File: src/core/sst_pkg.sv
package sst_pkg;
  // machine word sizes
  localparam int DATA_W = 8;   // data memory and accumulator width
  localparam int CODE_W = 14;  // program word width
  localparam int ADDR_W = 10;  // program memory address width
  localparam int TPTR_W = 8;   // table pointer width, low address bits in a page
  localparam int DMA_W = 7;    // data memory address width
  localparam int NIB_W = 4;    // nibble width
  // flag bit positions inside the flag byte
  localparam int FLAG_C = 0;
  localparam int FLAG_AC = 1;
  localparam int FLAG_Z = 2;
  localparam int FLAG_OV = 3;
  localparam int FLAG_PDF = 4;
  localparam int FLAG_TO = 5;
  // reset values
  localparam logic [7:0] ACC_RST = 8'h00;
  localparam logic [7:0] FLAGS_RST = 8'h00;
  localparam logic [7:0] TBH_RST = 8'h00;
  // cycle counts of a skip-type instruction
  localparam int SKIP_CYCLES = 2;
  localparam int NOSKIP_CYCLES = 1;

  // operations decoded upstream and handed to this block
  typedef enum logic [3:0] {
    SST_OP_NONE,
    SST_OP_NSWAP,    // nibble_swap_to_accumulator
    SST_OP_SKZ,      // skip_when_zero
    SST_OP_CPSKZ,    // copy_and_skip_when_zero
    SST_OP_BITSKZ,   // bit test, skip when clear
    SST_OP_TRD_CUR,  // table_read_current_page
    SST_OP_TRD_LST,  // table_read_last_page
    SST_OP_XOR_A,    // xor to accumulator
    SST_OP_XOR_M,    // exclusive_or_to_memory
    SST_OP_XOR_I     // xor immediate
  } sst_op_t;

  // executor sequencing
  typedef enum logic [1:0] {
    SST_IDLE,
    SST_TBL_WAIT,
    SST_DUMMY
  } sst_state_t;
endpackage : sst_pkg

File: src/core/sst_tbl_addr.sv
`timescale 1ns/1ps
`default_nettype none
// forms the program memory address of a table read
module sst_tbl_addr #(
  parameter int ADDR_W = 10,
  parameter int TPTR_W = 8
) (
  input wire logic i_last_page,
  input wire logic [ADDR_W-1:0] i_pc,
  input wire logic [TPTR_W-1:0] i_table_pointer,
  output logic [ADDR_W-1:0] o_addr
);
  localparam int PAGE_W = ADDR_W - TPTR_W;  // page bits above the pointer
  logic [PAGE_W-1:0] page;  // selected page number

  // current page from pc upper bits, last page is all ones
  always_comb begin
    page = i_last_page ? {PAGE_W{1'b1}} : i_pc[ADDR_W-1:TPTR_W];
    o_addr = {page, i_table_pointer};
  end
endmodule : sst_tbl_addr
`default_nettype wire

File: src/core/sst_exec.sv
// Functional notes
// - swap nibbles of byte into accumulator
// - byte zero skips, costs two cycles
// - copy byte to accumulator, skip if zero
// - selected bit clear skips next instruction
// - current-page table read to memory, high
// - last-page table read to memory, high
// - xor byte into accumulator, zero flag
// - xor result written back to memory
// - xor immediate into accumulator, zero flag
`timescale 1ns/1ps
`default_nettype none
module sst_exec #(
  parameter int DATA_W = sst_pkg::DATA_W,
  parameter int CODE_W = sst_pkg::CODE_W,
  parameter int ADDR_W = sst_pkg::ADDR_W,
  parameter int TPTR_W = sst_pkg::TPTR_W,
  parameter int DMA_W = sst_pkg::DMA_W
) (
  input wire logic i_clk,
  input wire logic i_srst,
  input wire logic i_issue,                     // one-cycle pulse: execute i_op
  input wire sst_pkg::sst_op_t i_op,            // decoded operation
  input wire logic [DMA_W-1:0] i_mem_addr,      // operand address [m]
  input wire logic [DATA_W-1:0] i_mem_rdata,    // operand byte read at [m]
  input wire logic [2:0] i_bit_sel,             // bit index for bit test
  input wire logic [DATA_W-1:0] i_imm,          // immediate constant
  input wire logic [ADDR_W-1:0] i_pc,           // program counter
  input wire logic [TPTR_W-1:0] i_table_pointer,
  input wire logic [CODE_W-1:0] i_rom_rdata,    // program word, sampled at the end of the cycle o_rom_req is high
  output logic o_busy,                          // block holds the pipeline
  output logic o_flush,                         // discard prefetched instruction
  output logic o_done,                          // instruction finished
  output logic o_rom_req,
  output logic [ADDR_W-1:0] o_rom_addr,
  output logic o_mem_we,
  output logic [DMA_W-1:0] o_mem_waddr,
  output logic [DATA_W-1:0] o_mem_wdata,
  output logic [DATA_W-1:0] o_acc,
  output logic [DATA_W-1:0] o_flags,            // TO PDF OV Z AC C
  output logic [DATA_W-1:0] o_table_high_byte
);
  localparam int HI_W = CODE_W - DATA_W;  // width of the table high part

  // state registers
  sst_pkg::sst_state_t state_ff, nxt_state;
  logic [DATA_W-1:0] acc_ff, nxt_acc;          // accumulator
  logic [DATA_W-1:0] flags_ff, nxt_flags;      // status flags
  logic [DATA_W-1:0] tbh_ff, nxt_tbh;          // table_high_byte
  logic [DMA_W-1:0] tdst_ff, nxt_tdst;         // table read destination
  logic busy_ff, nxt_busy;
  logic flush_ff, nxt_flush;
  logic done_ff, nxt_done;
  logic rom_req_ff, nxt_rom_req;
  logic [ADDR_W-1:0] rom_addr_ff, nxt_rom_addr;
  logic mem_we_ff, nxt_mem_we;
  logic [DMA_W-1:0] mem_waddr_ff, nxt_mem_waddr;
  logic [DATA_W-1:0] mem_wdata_ff, nxt_mem_wdata;
  logic [ADDR_W-1:0] tbl_addr;                 // computed table address

  // zero test used by both zero-skip paths and every xor path
  function automatic logic is_zero(input logic [DATA_W-1:0] v);
    is_zero = (v == '0);
  endfunction : is_zero

  // table address: page select plus pointer
  sst_tbl_addr #(
    .ADDR_W(ADDR_W),
    .TPTR_W(TPTR_W)
  ) u_tbl_addr (
    .i_last_page(i_op == sst_pkg::SST_OP_TRD_LST),
    .i_pc(i_pc),
    .i_table_pointer(i_table_pointer),
    .o_addr(tbl_addr)
  );

  // next-state computation; only the zero flag is ever touched
  always_comb begin
    logic [DATA_W-1:0] x;
    x = acc_ff ^ i_mem_rdata;
    nxt_state = state_ff;
    nxt_acc = acc_ff;
    nxt_flags = flags_ff;
    nxt_tbh = tbh_ff;
    nxt_tdst = tdst_ff;
    nxt_busy = 1'b0;
    nxt_flush = 1'b0;
    nxt_done = 1'b0;
    nxt_rom_req = 1'b0;
    nxt_rom_addr = rom_addr_ff;
    nxt_mem_we = 1'b0;
    nxt_mem_waddr = mem_waddr_ff;
    nxt_mem_wdata = mem_wdata_ff;
    unique case (state_ff)
      sst_pkg::SST_IDLE: begin
        if (i_issue) begin
          nxt_done = 1'b1;
          unique case (i_op)
            sst_pkg::SST_OP_NSWAP: begin
              // source byte untouched, flags untouched
              nxt_acc = {i_mem_rdata[3:0], i_mem_rdata[7:4]};
            end
            sst_pkg::SST_OP_SKZ: begin
              if (is_zero(i_mem_rdata)) begin
                nxt_flush = 1'b1;
                nxt_busy = 1'b1;
                nxt_done = 1'b0;
                nxt_state = sst_pkg::SST_DUMMY;
              end
            end
            sst_pkg::SST_OP_CPSKZ: begin
              nxt_acc = i_mem_rdata;
              if (is_zero(i_mem_rdata)) begin
                nxt_flush = 1'b1;
                nxt_busy = 1'b1;
                nxt_done = 1'b0;
                nxt_state = sst_pkg::SST_DUMMY;
              end
            end
            sst_pkg::SST_OP_BITSKZ: begin
              if (!i_mem_rdata[i_bit_sel]) begin
                nxt_flush = 1'b1;
                nxt_busy = 1'b1;
                nxt_done = 1'b0;
                nxt_state = sst_pkg::SST_DUMMY;
              end
            end
            sst_pkg::SST_OP_TRD_CUR,
            sst_pkg::SST_OP_TRD_LST: begin
              // rom answers a cycle later, so hold the pipeline meanwhile
              nxt_rom_req = 1'b1;
              nxt_rom_addr = tbl_addr;
              nxt_tdst = i_mem_addr;
              nxt_busy = 1'b1;
              nxt_done = 1'b0;
              nxt_state = sst_pkg::SST_TBL_WAIT;
            end
            sst_pkg::SST_OP_XOR_A: begin
              nxt_acc = x;
              nxt_flags[sst_pkg::FLAG_Z] = is_zero(x);
            end
            sst_pkg::SST_OP_XOR_M: begin
              nxt_mem_we = 1'b1;
              nxt_mem_waddr = i_mem_addr;
              nxt_mem_wdata = x;
              nxt_flags[sst_pkg::FLAG_Z] = is_zero(x);
            end
            sst_pkg::SST_OP_XOR_I: begin
              nxt_acc = acc_ff ^ i_imm;
              nxt_flags[sst_pkg::FLAG_Z] = is_zero(acc_ff ^ i_imm);
            end
            default: begin
              // not ours: nothing to do, no done pulse
              nxt_done = 1'b0;
            end
          endcase
        end
      end
      sst_pkg::SST_TBL_WAIT: begin
        // low byte to memory, high part to table_high_byte
        nxt_mem_we = 1'b1;
        nxt_mem_waddr = tdst_ff;
        nxt_mem_wdata = i_rom_rdata[DATA_W-1:0];
        nxt_tbh = {{(DATA_W-HI_W){1'b0}}, i_rom_rdata[CODE_W-1:DATA_W]};
        nxt_done = 1'b1;
        nxt_state = sst_pkg::SST_IDLE;
      end
      sst_pkg::SST_DUMMY: begin
        // dummy cycle replacing the discarded instruction
        nxt_done = 1'b1;
        nxt_state = sst_pkg::SST_IDLE;
      end
      default: begin
        nxt_state = sst_pkg::SST_IDLE;
      end
    endcase
  end

  // register stage, synchronous reset
  always_ff @(posedge i_clk) begin
    if (i_srst) begin
      state_ff <= sst_pkg::SST_IDLE;
      acc_ff <= sst_pkg::ACC_RST;
      flags_ff <= sst_pkg::FLAGS_RST;
      tbh_ff <= sst_pkg::TBH_RST;
      tdst_ff <= '0;
      busy_ff <= 1'b0;
      flush_ff <= 1'b0;
      done_ff <= 1'b0;
      rom_req_ff <= 1'b0;
      rom_addr_ff <= '0;
      mem_we_ff <= 1'b0;
      mem_waddr_ff <= '0;
      mem_wdata_ff <= '0;
    end else begin
      state_ff <= nxt_state;
      acc_ff <= nxt_acc;
      flags_ff <= nxt_flags;
      tbh_ff <= nxt_tbh;
      tdst_ff <= nxt_tdst;
      busy_ff <= nxt_busy;
      flush_ff <= nxt_flush;
      done_ff <= nxt_done;
      rom_req_ff <= nxt_rom_req;
      rom_addr_ff <= nxt_rom_addr;
      mem_we_ff <= nxt_mem_we;
      mem_waddr_ff <= nxt_mem_waddr;
      mem_wdata_ff <= nxt_mem_wdata;
    end
  end

  // outputs straight from flops
  assign o_busy = busy_ff;
  assign o_flush = flush_ff;
  assign o_done = done_ff;
  assign o_rom_req = rom_req_ff;
  assign o_rom_addr = rom_addr_ff;
  assign o_mem_we = mem_we_ff;
  assign o_mem_waddr = mem_waddr_ff;
  assign o_mem_wdata = mem_wdata_ff;
  assign o_acc = acc_ff;
  assign o_flags = flags_ff;
  assign o_table_high_byte = tbh_ff;
endmodule : sst_exec
`default_nettype wire

File: config.mk
export PLATFORM = sky130hd
export DESIGN_NAME = sst_exec
export DESIGN_NICKNAME = d
export VERILOG_FILES = /design/src/core/sst_pkg.sv /design/src/core/sst_tbl_addr.sv /design/src/core/sst_exec.sv
export SDC_FILE = /design/constraint.sdc
export NUM_CORES = 1
export LEC_CHECK = 0
export BUFFER_PORTS_ARGS = -buffer_cell sky130_fd_sc_hd__buf_2
export CORE_ASPECT_RATIO = 0.6
export CORE_MARGIN = 1
export CORE_UTILIZATION = 50
export CTS_CLUSTER_DIAMETER = 60
export DETAILED_ROUTE_END_ITERATION = 8
export PLACE_DENSITY_LB_ADDON = 0.15
export SYNTH_ARGS = -nofsm -noshare
export SYNTH_HDL_FRONTEND = slang
export SYNTH_SLANG_ARGS = --single-unit
export TNS_END_PERCENT = 30
File: constraint.sdc
create_clock -name i_clk -period 2 [get_ports i_clk]
set_input_delay 0.1 -clock i_clk [delete_from_list [all_inputs] [get_ports i_clk]]
set_output_delay 0.1 -clock i_clk [all_outputs]
set_load 0.02 [all_outputs]
# Word level (Yosys, flattened, before mapping)
# Index checks and enable logic that the tools add are counted.
[word_totals] reg_bits=54 in_bits=65 out_inout_bits=54 wordCells=80
[op_classes] order_cmp=1 eq_ne=15 muxes=27 bitwise_logic=4 reduce_logical=20
[ops] op="8-bit one-hot mux with 4 select lines" n=1
[ops] op="8-bit logical NOT" n=3
[ops] op="4-bit by 3-bit == test with 1-bit output, second input constant" n=4
[ops] op="8-bit two-way mux" n=2
[ops] op="8-bit one-hot mux with 2 select lines" n=1
[ops] op="8-bit XOR" n=2
[ops] op="7-bit two-way mux" n=2
[ops] op="7-bit one-hot mux with 2 select lines" n=1
[ops] op="3-bit AND reduction" n=4
[ops] op="2-bit OR reduction" n=5
[ops] op="1-bit two-way mux" n=9
[ops] op="4-bit by 2-bit == test with 1-bit output, second input constant" n=2
[ops] op="4-bit == test, second input constant" n=2
[ops] op="1-bit one-hot mux with 2 select lines" n=4
[ops] op="2-bit two-way mux" n=3
[ops] op="1-bit one-hot mux with 3 select lines" n=2
[ops] op="2-bit one-hot mux with 3 select lines" n=1
[ops] op="4-bit by 1-bit == test with 1-bit output, second input constant" n=1
[ops] op="3-bit by 4-bit < comparator with 1-bit output, second input constant" n=1
[ops] op="2-bit by 1-bit != test with 1-bit output, second input constant" n=2
[ops] op="2-bit != test, second input constant" n=2
[ops] op="4-bit AND reduction" n=1
[ops] op="2-bit nonzero test" n=2
[ops] op="4-bit nonzero test" n=1
[ops] op="8 further kinds" n=9

# Depth between registers and ports, before layout
# Gate-level depths: netlist of run 1.
[logic_depth] ltp_word=6 depth_mapped=8 ltp_nobuf=6

# Modules after synthesis
# From an unflattened synthesis of run 1, not the netlist that was laid out.
[unflattened] cells_unflattened=353 area_unflattened_um2=3148.0
[modules_own_cells] module="sst_exec" instances=1 cells_each=343 area_per_inst_um2=3075.4 seq_area_each_um2=1081.0
[modules_own_cells] module="sst_tbl_addr" instances=1 cells_each=10 area_per_inst_um2=72.6 seq_area_each_um2=0.0

# Worst setup path before layout of run 1
# Ideal clock, no wire load.
[synth_timing] kind="register to register" startpoint="register state_ff[1]" endpoint="register mem_wdata_ff[3] (netlist: o_mem_wdata[3])" setup_time_ns=0.128 arrival_time_ns=1.648 required_ns=1.872 slack_ns=0.225 path_stages_with_launch=8 path_buffers=2 period_less_slack_ns=1.775 cell_sequence="dfxtp_1 -> inv_1 -> ha_1 -> buf_1 -> buf_1 -> o21ai_0 -> mux2i_1 -> nor2_1"
[synth_via] elab_chain_cells=3 word_cells_on_any_way=7 classes_between="eq/ne (3); mux (1); reduce/logical (3)"
[synth_lines] item="from (decl)" line="sst_exec.sv:46" source="sst_pkg::sst_state_t state_ff, nxt_state;"
[synth_lines] item="from (signal assigned)" line="sst_exec.sv:182" source="state_ff <= sst_pkg::SST_IDLE;"
[synth_lines] item="from (signal assigned)" line="sst_exec.sv:196" source="state_ff <= nxt_state;"
[synth_lines] item="2-bit logical NOT / 2-bit by 1-bit == test with 1-bit output (equally long branches)" line="sst_exec.sv:94" source="unique case (state_ff)"
[synth_lines] item="2-bit by 1-bit != test with 1-bit output (no source line), or another cell as far along"
[synth_lines] item="3-bit AND reduction (no source line)"
[synth_lines] item="to (signal assigned)" line="sst_exec.sv:208" source="mem_wdata_ff <= nxt_mem_wdata;"
[synth_lines] item="to (decl)" line="sst_exec.sv:58" source="logic [DATA_W-1:0] mem_wdata_ff, nxt_mem_wdata;"
# Several ways; a longest one is shown, not always the timed one.
# A chain may end at the register's enable or synchronous reset.

# Final worst setup path of run 1
[layout_timing] startpoint="register state_ff[1]" endpoint="register acc_ff[5] (netlist: o_acc[5])"
[layout_via] elab_chain_cells=2
[layout_lines] item="2-bit logical NOT" line="sst_exec.sv:94"
[layout_lines] item="3-bit AND reduction (no source line)"
[layout_lines] item="to (signal assigned)" line="sst_exec.sv:183" source="acc_ff <= sst_pkg::ACC_RST;"
[layout_lines] item="to (signal assigned)" line="sst_exec.sv:197" source="acc_ff <= nxt_acc;"
[layout_lines] item="to (decl)" line="sst_exec.sv:47" source="logic [DATA_W-1:0] acc_ff, nxt_acc;"
# Every way passes these cells.

==> results of run 1 <==
==> flip-flops by register name (all words and copies together), names as in the netlist <==
register / flops
o_done: 1
o_mem_waddr: 7
o_rom_req: 1
o_mem_we: 1
o_table_high_byte: 6
o_acc: 8
o_mem_wdata: 8
tdst_ff: 7
o_flags: 1
o_busy: 1
state_ff: 2
o_flush: 1
o_rom_addr: 10
==> area by class of cell <==
type                    instances  area, um^2  share of cell area (%)
multi-input cells             273        1884                   49.15
well taps                      84       105.1                   2.742
clock inverters                 3       48.80                   1.273
clock buffers                   5       68.82                   1.795
flip-flops and latches         54        1081                   28.20
repair buffers                111       593.1                   15.47
inverters                      14       52.55                   1.371
==> synthesized netlist by cell type, types with 2 or more instances <==
library cell	number
dfxtp_1	54
nand2_1	42
nor2_1	34
mux2i_1	23
a21oi_1	19
xnor2_1	16
inv_1	14
clkbuf_1	12
o21ai_0	11
a221oi_2	10
buf_4	10
nand2b_1	10
buf_1	9
o211ai_1	9
a211oi_1	8
a22o_1	8
buf_2	8
o22ai_1	8
o32ai_1	7
a221oi_1	4
nand4_1	4
a31oi_1	3
buf_6	3
ha_1	3
nor2b_1	3
a311oi_1	2
and2_1	2
and3_1	2
and4b_1	2
mux2_2	2
nand3b_1	2
nand4bb_1	2
nor3_1	2
nor4_1	2
nor4bb_1	2
or3_1	2
==> power by group through the flow <==
stage | sequential (mW) | clock, mW | combinational [mW]
final | 1.14 | 0.765 | 0.501
after global routing | 1.15 | 0.832 | 0.546
after CTS | 1.14 | 0.775 | 0.496
after detailed placement | 1.16 | 0 | 0.494
after global placement | 1.16 | 0 | 0.482
after floorplan | 1.20 | 0 | 0.310
==> final timing paths <==
check / from / to / cells after the start
setup / recovery: state_ff[1] / o_acc[5] / 6
hold / removal: i_rom_rdata[13] / o_table_high_byte[5] / 3
setup reg to reg: state_ff[1] / o_acc[5] / 6
hold reg to reg: o_rom_addr[4] / o_rom_addr[4] / 2
==> cells by family (layout without fill, tap and decap cells) <==
logic type	after synthesis	after routing	share of synthesized area (%)
and+or+nand+nor	119	119	18.75
xor gates and xnor gates	17	17	4.630
other	1	9	0.1166
AOI/OAI and AO/OA	100	100	25.14
DFF	54	54	33.62
muxes	25	25	7.860
buffers and inverters	56	133	8.716
adders and majority gates	3	3	1.167
==> routing by layer <==
layer | GRT usage (%) | share of wire (%) | vias up | wire length, um
met2 | 36.76 | 41 | 154 | 3433
met1 | 38.64 | 51 | 1418 | 4252
met3 | 4.592 | 7.9 | 8 | 668
met5 | 0 | 0 | - | 0
met4 | 3.993 | 0.72 | 0 | 61
li1 | - | - | 1503 | -
==> placed cells by master (no fill, tap or decap), types with 3 or more instances in the layout <==
master	Yosys	final
buf_2	8	101
dfxtp_1	54	54
nand2_1	42	42
nor2_1	34	34
mux2i_1	23	23
a21oi_1	19	19
xnor2_1	16	16
inv_1	14	14
o21ai_0	11	11
nand2b_1	10	10
a221oi_2	10	10
o211ai_1	9	9
conb_1	1	9
buf_4	10	9
a22o_1	8	8
o22ai_1	8	8
a211oi_1	8	8
o32ai_1	7	7
clkbuf_8	0	5
a221oi_1	4	4
nand4_1	4	4
a31oi_1	3	3
nor2b_1	3	3
ha_1	3	3
==> through the flow <==
step,power [mW],hold WS (ps),instance area [um^2]
after CTS,2.410,23.72,3834
after global routing,2.523,17.52,3834
final,2.406,27.43,3834
after global placement,1.644,339.2,3716
after detailed placement,1.658,346.3,3716
after floorplan,1.508,236.0,3246
==> worst max-delay path, cell delays in order (launching register included) <==
cell and delay [ps]:
dfxtp_1 340, inv_1 80, ha_1 290, and3_1 410, o211ai_1 230, a221oi_1 270, o32ai_1 110
==> results.sh, run 1 <==
export IMPL_gp_congestion=0.8637
export IMPL_fill_cells=583
export IMPL_setup_viol=0
export IMPL_setup_slack_ps=164.2
export IMPL_final_antenna_net_count=0
export IMPL_htree_levels=2
export IMPL_post_cts_setup_buffer_count=0
export IMPL_crit_type="flip-flop to flip-flop"
export IMPL_grt_pass1_vias=2684
export IMPL_grt_max_degree=38
export IMPL_vias=3083
export IMPL_max_slew_margin_pct=62.71
export IMPL_syn_area_per_cell_um2=8.575
export IMPL_cp_max_fo=9
export IMPL_layout_drive_gt1_share_pct=30.00
export IMPL_synthTopCellsByArea="dfxtp_1 (34%), mux2i_1 (7.2%), nand2_1 (4.9%)"
export IMPL_peakVddDrop_mv=0.5064
export IMPL_rows=22
export IMPL_ff2ff_setup_slack_ps=160
export IMPL_power_density_nw_per_um2=627.5
export IMPL_grt_pass1_wl_mm=13.48
export IMPL_p_int_mw=1.688
export IMPL_cp_required_ps=2190
export IMPL_syn_inst=375
export IMPL_cts_resized=0
export IMPL_fmax_mhz=544.7
export IMPL_fin_setup_tns_ps=0
export IMPL_finalWirelength_mm=8.414
export IMPL_swShare_pct=29.85
export IMPL_yosys_area_top_type="dfxtp_1"
export IMPL_p_leak_nw=1.565
export IMPL_grt_overflow=0
export IMPL_drtPass1Iterations=5
export IMPL_p_seq_share_pct=47.4
export IMPL_antenna_found_initial=0
export IMPL_die_area_um2=6767
export IMPL_finalCoreUtilization_pct=62.18
export IMPL_synth_top_area_share_pct=33.62
export IMPL_synth_seq_cells=54
export IMPL_nets=527
export IMPL_ys_flop_type="dfxtp_1"
export IMPL_netlist_area_um2=3216
export IMPL_dp_hpwl_mm=6.205
export IMPL_cts_buffers=5
export IMPL_cts_tree="done"
export IMPL_final_min_clock_period_ps=1836
export IMPL_critPathLaunchType="flip-flop"
export IMPL_io_pins=119
export IMPL_hold_path_class="input port to flip-flop"
export IMPL_path_clk_slew_ps=110
export IMPL_cts_root_buf="clkbuf_8"
export IMPL_port_buffers=101
export IMPL_synth_edff_count=0
export IMPL_dr_first_iter_drc_count=226
export IMPL_ys_warn_count=0
export IMPL_ys_seq_area_share_pct=33.62
export IMPL_synth_distinct_cells=57
export IMPL_core_um2=6166
export IMPL_clk_latency_ps=310
export IMPL_die_h_um=64.12
export IMPL_pre_cts_slack_ps=174.5
export IMPL_hold_buffers=0
export IMPL_outcome="finished, final reports clean"
export IMPL_skew_ps=11.90
export IMPL_rsz0062_at_grt="no"
export IMPL_switchingPower_uw=718.0
export IMPL_async_flop_share_pct=0
export IMPL_worst_slew_pin_slew_ps=556.9
export IMPL_end_kind="flip-flop"
export IMPL_cp_arrival_ps=2020
export IMPL_dp_cells=536
export IMPL_period_share_pct=91.79
export IMPL_cap_violations=0
export IMPL_initial_core_util_pct=52.15
export IMPL_clockPowerShare_pct=31.8
export IMPL_wire_per_inst_um=15.47
export IMPL_hold_viol=0
export IMPL_via_per_inst=5.667
export IMPL_drcViolationCount=0
export IMPL_cts_sinks=54
export IMPL_cts_buffer_depth=2
export IMPL_stdcell_count=544
export IMPL_p_comb_share_pct=20.8
export IMPL_area_growth_pct=19.22
export IMPL_maxSlewViolCount=0
export IMPL_die_x_um=105.5
export IMPL_antenna_cells=0
export IMPL_grt_use_total_pct=25.15
No activity file was read; power rests on OpenSTA's default activity.
==> run 2, diff against run 1 <==
Settings changed: ABC_AREA from default to 1, CORE_UTILIZATION 50 to 49.
==> run 2 against run 1 <==
Net effect:
- power is 5.5% lower
- clock power fell by 18%
- critical path type unchanged
- fmax up 7.0%
- cell area is 6.3% lower
- sequential power hardly changed
- critical endpoint is now o_mem_wdata[4]
- synthesized cell count increased by 9.3%
- via count shrank 5.4%
- non-clock buffer count decreased by 2
- global-route usage shrank 0.53 points
==> results.sh, run 2 <==
export IMPL_cts_tree="done"
export IMPL_p_leak_nw=1.840
export IMPL_hold_path_endpoint="o_table_high_byte[0]"
export IMPL_peakVddDrop_mv=0.4039
export IMPL_grt_overflow=0
export IMPL_post_cts_setup_buffer_count=0
export IMPL_dp_cells=579
export IMPL_muxShareOfSynthArea_pct=0
export IMPL_yosysMostFrequentCell="nand2_1"
export IMPL_drcViolationCount=0
export IMPL_dp_hpwl_mm=5.888
export IMPL_setup_viol=0
export IMPL_ff2ff_setup_slack_ps=280
export IMPL_min_from="i_rom_rdata[8]"
export IMPL_outcome="finished, final reports clean"
export IMPL_worst_slew_pin_slew_ps=588.9
export IMPL_finalWirelength_mm=7.723
export IMPL_fmax_mhz=582.6
export IMPL_cts_sinks=54
export IMPL_antenna_cells=0
export IMPL_rr_worst_depth=8
export IMPL_cp_max_fo=27
export IMPL_r2r_end="o_mem_wdata[4]"
export IMPL_layout_drive_gt1_share_pct=29.94
export IMPL_clockPowerShare_pct=27.7
export IMPL_cpPeakStageDelay_ps=350
export IMPL_dr_first_iter_drc_count=219
export IMPL_end_kind="flip-flop"
export IMPL_vias=2916
export IMPL_power_density_nw_per_um2=632.9
export IMPL_hold_path_class="input port to flip-flop"
export IMPL_cts_buffers=5
export IMPL_initial_core_util_pct=51.92
export IMPL_grt_pass1_wl_mm=11.63
export IMPL_cp_required_ps=2220
export IMPL_final_antenna_net_count=0
export IMPL_critPathLaunchType="flip-flop"
export IMPL_via_per_inst=4.934
export IMPL_fin_setup_tns_ps=0
export IMPL_maxSlewViolCount=0
export IMPL_ys_warn_count=0
export IMPL_p_int_mw=1.549
export IMPL_io_pins=119
export IMPL_synth_top_area_share_pct=36.69
export IMPL_htree_levels=2
export IMPL_whs_path_depth=3
export IMPL_area_growth_pct=21.91
export IMPL_setup_slack_ps=283.6
export IMPL_hold_ws_ps=6.820
export IMPL_max_slew_margin_pct=60.59
export IMPL_crit_type="flip-flop to flip-flop"
export IMPL_p_seq_share_pct=50.7
export IMPL_ys_flop_type="dfxtp_1"
export IMPL_switchingPower_uw=724.8
export IMPL_grt_pass1_vias=2337
export IMPL_die_area_um2=6337
export IMPL_path_clk_slew_ps=110
export IMPL_synthTopCellsByArea="dfxtp_1 (37%), nand2_1 (9.0%), nor2_1 (8.4%)"
export IMPL_netlist_area_um2=2947
export IMPL_clk_latency_ps=320
export IMPL_synth_xor_xnor_area_share_pct=4.756
export IMPL_grt_max_degree=35
export IMPL_cp_cell_sequence="inv_1 > ha_1 > nand2_1 > or2_1 > nand2_2 > inv_1 > nor2_1 > nor2_1"
export IMPL_p_comb_share_pct=21.6
export IMPL_yosys_area_top_type="dfxtp_1"
export IMPL_rows=21
export IMPL_gp_congestion=0.9313
export IMPL_fin_area_um2=3592
export IMPL_period_share_pct=85.82
export IMPL_antenna_found_initial=0
export IMPL_synth_distinct_cells=39
export IMPL_synth_compound_area_share_pct=19.02
export IMPL_hold_buffers=4
export IMPL_final_common_cell="buf_2"
export IMPL_swShare_pct=31.88
export IMPL_nets=578
export IMPL_synth_seq_cells=54
export IMPL_synth_top_family_by_area="simple AND/OR/NAND/NOR gates"
export IMPL_cp_arrival_ps=1940
export IMPL_cts_resized=0
export IMPL_cp_slowest_cell="nand2_2"
export IMPL_rsz0062_at_grt="no"
export IMPL_synthSimpleGateAreaFrac_pct=25.99
export IMPL_skew_ps=13.56
export IMPL_hold_viol=0
export IMPL_drtPass1Iterations=5
export IMPL_stdcell_count=591
export IMPL_cap_violations=0
export IMPL_largest_reg_flops=10
export IMPL_syn_area_per_cell_um2=7.187
export IMPL_grt_use_total_pct=24.61
export IMPL_core_um2=5675
export IMPL_cts_root_buf="clkbuf_8"
export IMPL_synth_edff_count=0
export IMPL_ys_seq_area_share_pct=36.69
export IMPL_dpl_instance_area_um2=3460
export IMPL_pre_cts_slack_ps=275.2
export IMPL_final_min_clock_period_ps=1716
export IMPL_r2r_start="state_ff[1]"
export IMPL_synthTopCellsByCount="nand2_1 (71), nor2_1 (66), dfxtp_1 (54)"
export IMPL_cts_buffer_depth=2
export IMPL_die_x_um=102.1
export IMPL_synthAdderAreaFrac_pct=1.274
export IMPL_die_h_um=62.07
export IMPL_port_buffers=101
export IMPL_final_cell_mix="buf_2 (101), nand2_1 (71), nor2_1 (66)"
export IMPL_async_flop_share_pct=0
export IMPL_syn_inst=410
export IMPL_wire_per_inst_um=13.07
-- run 2: changes by cell type after synthesis, sizes merged, moves of 15 or more --
cell and delta:
inv +31, mux2i -23, nand2 +35, nand3 +15
nor2 +35, o21ai +36
-- run 2: layout make-up --
class / count / area [um^2]
flip-flops and latches: 54 / 1081
repair buffers: 109 / 588.1
fillers: 547 / 2083
inverters: 47 / 192.7
clock inverters: 3 / 23.77
well taps: 80 / 100.1
clock buffers: 5 / 68.82
multi-input cells: 293 / 1538
-- run 2: power groups by stage --
stage | combinational (mW) | clock (mW) | sequential, mW
after floorplan | 0.275 | 0 | 1.22
after global placement | 0.472 | 0 | 1.18
after detailed placement | 0.478 | 0 | 1.18
after CTS | 0.486 | 0.644 | 1.15
after global routing | 0.542 | 0.687 | 1.16
final | 0.491 | 0.629 | 1.15
-- run 2: worst max-delay path, delay by kind of cell, from the launching register on --
kind,cells,cell delay [ps]
DFF,1,330
buffers and inverters,2,250
and+or+nand+nor,5,870
adders and majority gates,1,170
-- run 2: cell families after synthesis --
| family | after synthesis |
|---|---|
| simple gates | 172 |
| compound gates | 93 |
| buf+inv | 71 |
| flops | 54 |
| xor+xnor | 16 |
| fa+ha+maj | 3 |
| other cells | 1 |
-- run 2: worst max path at each step --
stage	slack, ps	from	end	depth (start not counted)
2_1_floorplan	630	state_ff[1]	o_mem_waddr[3]	7
3_3_place_gp	340	state_ff[1]	o_mem_wdata[4]	8
3_5_place_dp	280	state_ff[1]	o_mem_wdata[4]	8
4_1_cts	280	state_ff[1]	o_mem_wdata[4]	8
5_1_grt	60	state_ff[1]	o_mem_wdata[4]	8
6_report	280	state_ff[1]	o_mem_wdata[4]	8
-- run 2: metrics by stage --
stage,utilization [%],power (mW)
after floorplan,-,1.497
after global placement,60.96,1.647
after detailed placement,60.96,1.655
after CTS,63.29,2.282
after global routing,63.29,2.388
final,63.29,2.273
-- run 2: routing by layer --
metal / global-route usage (%) / share of wire, % / vias to the layer above
met1: 38.43 / 52 / 1287
met5: 0 / 0 / -
met4: 5.510 / 0.87 / 0
met3: 4.922 / 8.2 / 8
met2: 34.13 / 39 / 120
li1: - / - / 1501
==> run 3, diff against run 2 <==
Settings changed: SETUP_SLACK_MARGIN from default to 0.4.
==> run 3 against run 2 <==
Net effect:
- clock power about the same
- via count increased by 1.5%
- non-clock buffer count unchanged
- cell area increased by 0.87%
- highest routed layer unchanged
==> results.sh, run 3 (synthesis results as in run 2) <==
export IMPL_outcome="finished, final reports clean"
export IMPL_pre_cts_slack_ps=275.2
export IMPL_finalCoreUtilization_pct=63.84
export IMPL_gp_congestion=0.9313
export IMPL_peakVddDrop_mv=0.4047
export IMPL_vias=2960
export IMPL_hold_viol=0
export IMPL_end_kind="flip-flop"
export IMPL_wl_met3_um=682
export IMPL_rows=21
export IMPL_critPathLaunchType="flip-flop"
export IMPL_final_min_clock_period_ps=1504
export IMPL_clk_latency_ps=320
export IMPL_die_x_um=102.1
export IMPL_p_leak_nw=1.852
export IMPL_final_antenna_net_count=0
export IMPL_wire_per_inst_um=13.45
export IMPL_grt_overflow=0
export IMPL_setup_slack_ps=496.2
export IMPL_cp_max_fo=16
export IMPL_largest_reg_flops=10
export IMPL_core_um2=5675
export IMPL_drcViolationCount=0
export IMPL_power_mw=2.283
export IMPL_cp_arrival_ps=1710
export IMPL_crit_path_frequent_cell="nand2_1"
export IMPL_antenna_found_initial=0
export IMPL_grt_max_degree=35
export IMPL_max_slew_margin_pct=60.10
export IMPL_period_share_pct=75.19
export IMPL_cap_violations=0
export IMPL_worst_slew_pin_slew_ps=596.2
export IMPL_path_clk_slew_ps=100
export IMPL_fin_setup_tns_ps=0
export IMPL_cp_required_ps=2200
export IMPL_fin_area_um2=3623
export IMPL_cts_buffer_depth=2
export IMPL_top_layer_used="met4"
export IMPL_final_common_cell="buf_2"
export IMPL_maxSlewViolCount=0
export IMPL_htree_levels=2
export IMPL_dpl_instance_area_um2=3460
export IMPL_dp_cells=579
export IMPL_via_per_inst=5.000
export IMPL_cts_sinks=54
export IMPL_rsz0062_at_grt="yes"
export IMPL_power_density_nw_per_um2=630.0
export IMPL_initial_core_util_pct=51.92
export IMPL_drtPass1Iterations=5
export IMPL_finalWirelength_mm=7.961
export IMPL_area_growth_pct=22.97
export IMPL_cts_root_buf="clkbuf_8"
export IMPL_wl_met2_mm=3.082
export IMPL_grt_pass1_wl_mm=11.63
export IMPL_die_area_um2=6337
export IMPL_cts_tree="done"
export IMPL_cp_slowest_cell="dfxtp_1"
export IMPL_dp_hpwl_mm=5.888
export IMPL_hold_ws_ps=4.393
export IMPL_grt_pass1_vias=2337
export IMPL_dr_first_iter_drc_count=206
export IMPL_hold_path_class="input port to flip-flop"
export IMPL_m1WireLength_mm=4.129
export IMPL_port_buffers=101
export IMPL_stdcell_count=592
export IMPL_post_cts_setup_buffer_count=0
export IMPL_grt_use_total_pct=24.61
export IMPL_skew_ps=13.14
export IMPL_cts_buffers=5
export IMPL_cp_cell_sequence="inv_1 > ha_1 > nand2_1 > inv_1 > o21ai_4 > nand2_1 > nand2_1 > a21oi_2"
export IMPL_io_pins=119
export IMPL_antenna_cells=0
export IMPL_fmax_mhz=665.0
export IMPL_final_cell_mix="buf_2 (101), nand2_1 (71), nor2_1 (66)"
export IMPL_layout_drive_gt1_share_pct=30.47
export IMPL_cpPeakStageDelay_ps=390
export IMPL_crit_type="flip-flop to flip-flop"
export IMPL_nets=579
export IMPL_setup_viol=0
export IMPL_die_h_um=62.07
==> run 3: worst paths after layout <==
path                      startpoint              to  slack (ps)  cells after the start
hold / removal    i_table_pointer[7]   o_rom_addr[7]           4                      3
setup / recovery         state_ff[0]        o_acc[0]         500                      8
setup reg to reg         state_ff[0]        o_acc[0]         500                      8
hold reg to reg           tdst_ff[3]  o_mem_waddr[3]         470                      2
==> run 3: final cells by class <==
cell class                 count  area (um^2)
clock buffer                   5        68.82
clock inverter                 3        23.77
fill                         544         2052
inverter                      47        196.4
multi-input combinational    294         1565
sequential                    54         1081
tap                           80        100.1
timing repair buffer         109        588.1
==> run 3: timing repair <==
item,in CTS,in global routing
hold buffers,4,0
cloned,0,1
pin swaps,0,1
resized for setup,1,3
endpoints found under the hold margin,4,0
endpoints found under the setup margin,11,30
==> run 3: critical path, delay by kind of cell (launching register included) <==
kind / cells / cell delay, ps
AND/OR/NAND/NOR: 3 / 330
buffers and inverters: 2 / 180
adder cells (fa/ha/maj): 1 / 200
flip-flops: 1 / 390
AO/OA/AOI/OAI: 2 / 290
==> run 3: metal layers <==
layer	vias to the layer above	track usage, %
met3	8	4.922
met4	0	5.510
met2	135	34.13
met1	1312	38.43
met5	-	0
li1	1505	-
==> run 3: power by group <==
group	leakage (nW)	switching, mW	internal [mW]	total [mW]
logic	1.37	0.320	0.177	0.497
clock network	0.0408	0.381	0.251	0.632
registers	0.439	0.0321	1.12	1.15
total	1.85	0.733	1.55	2.28
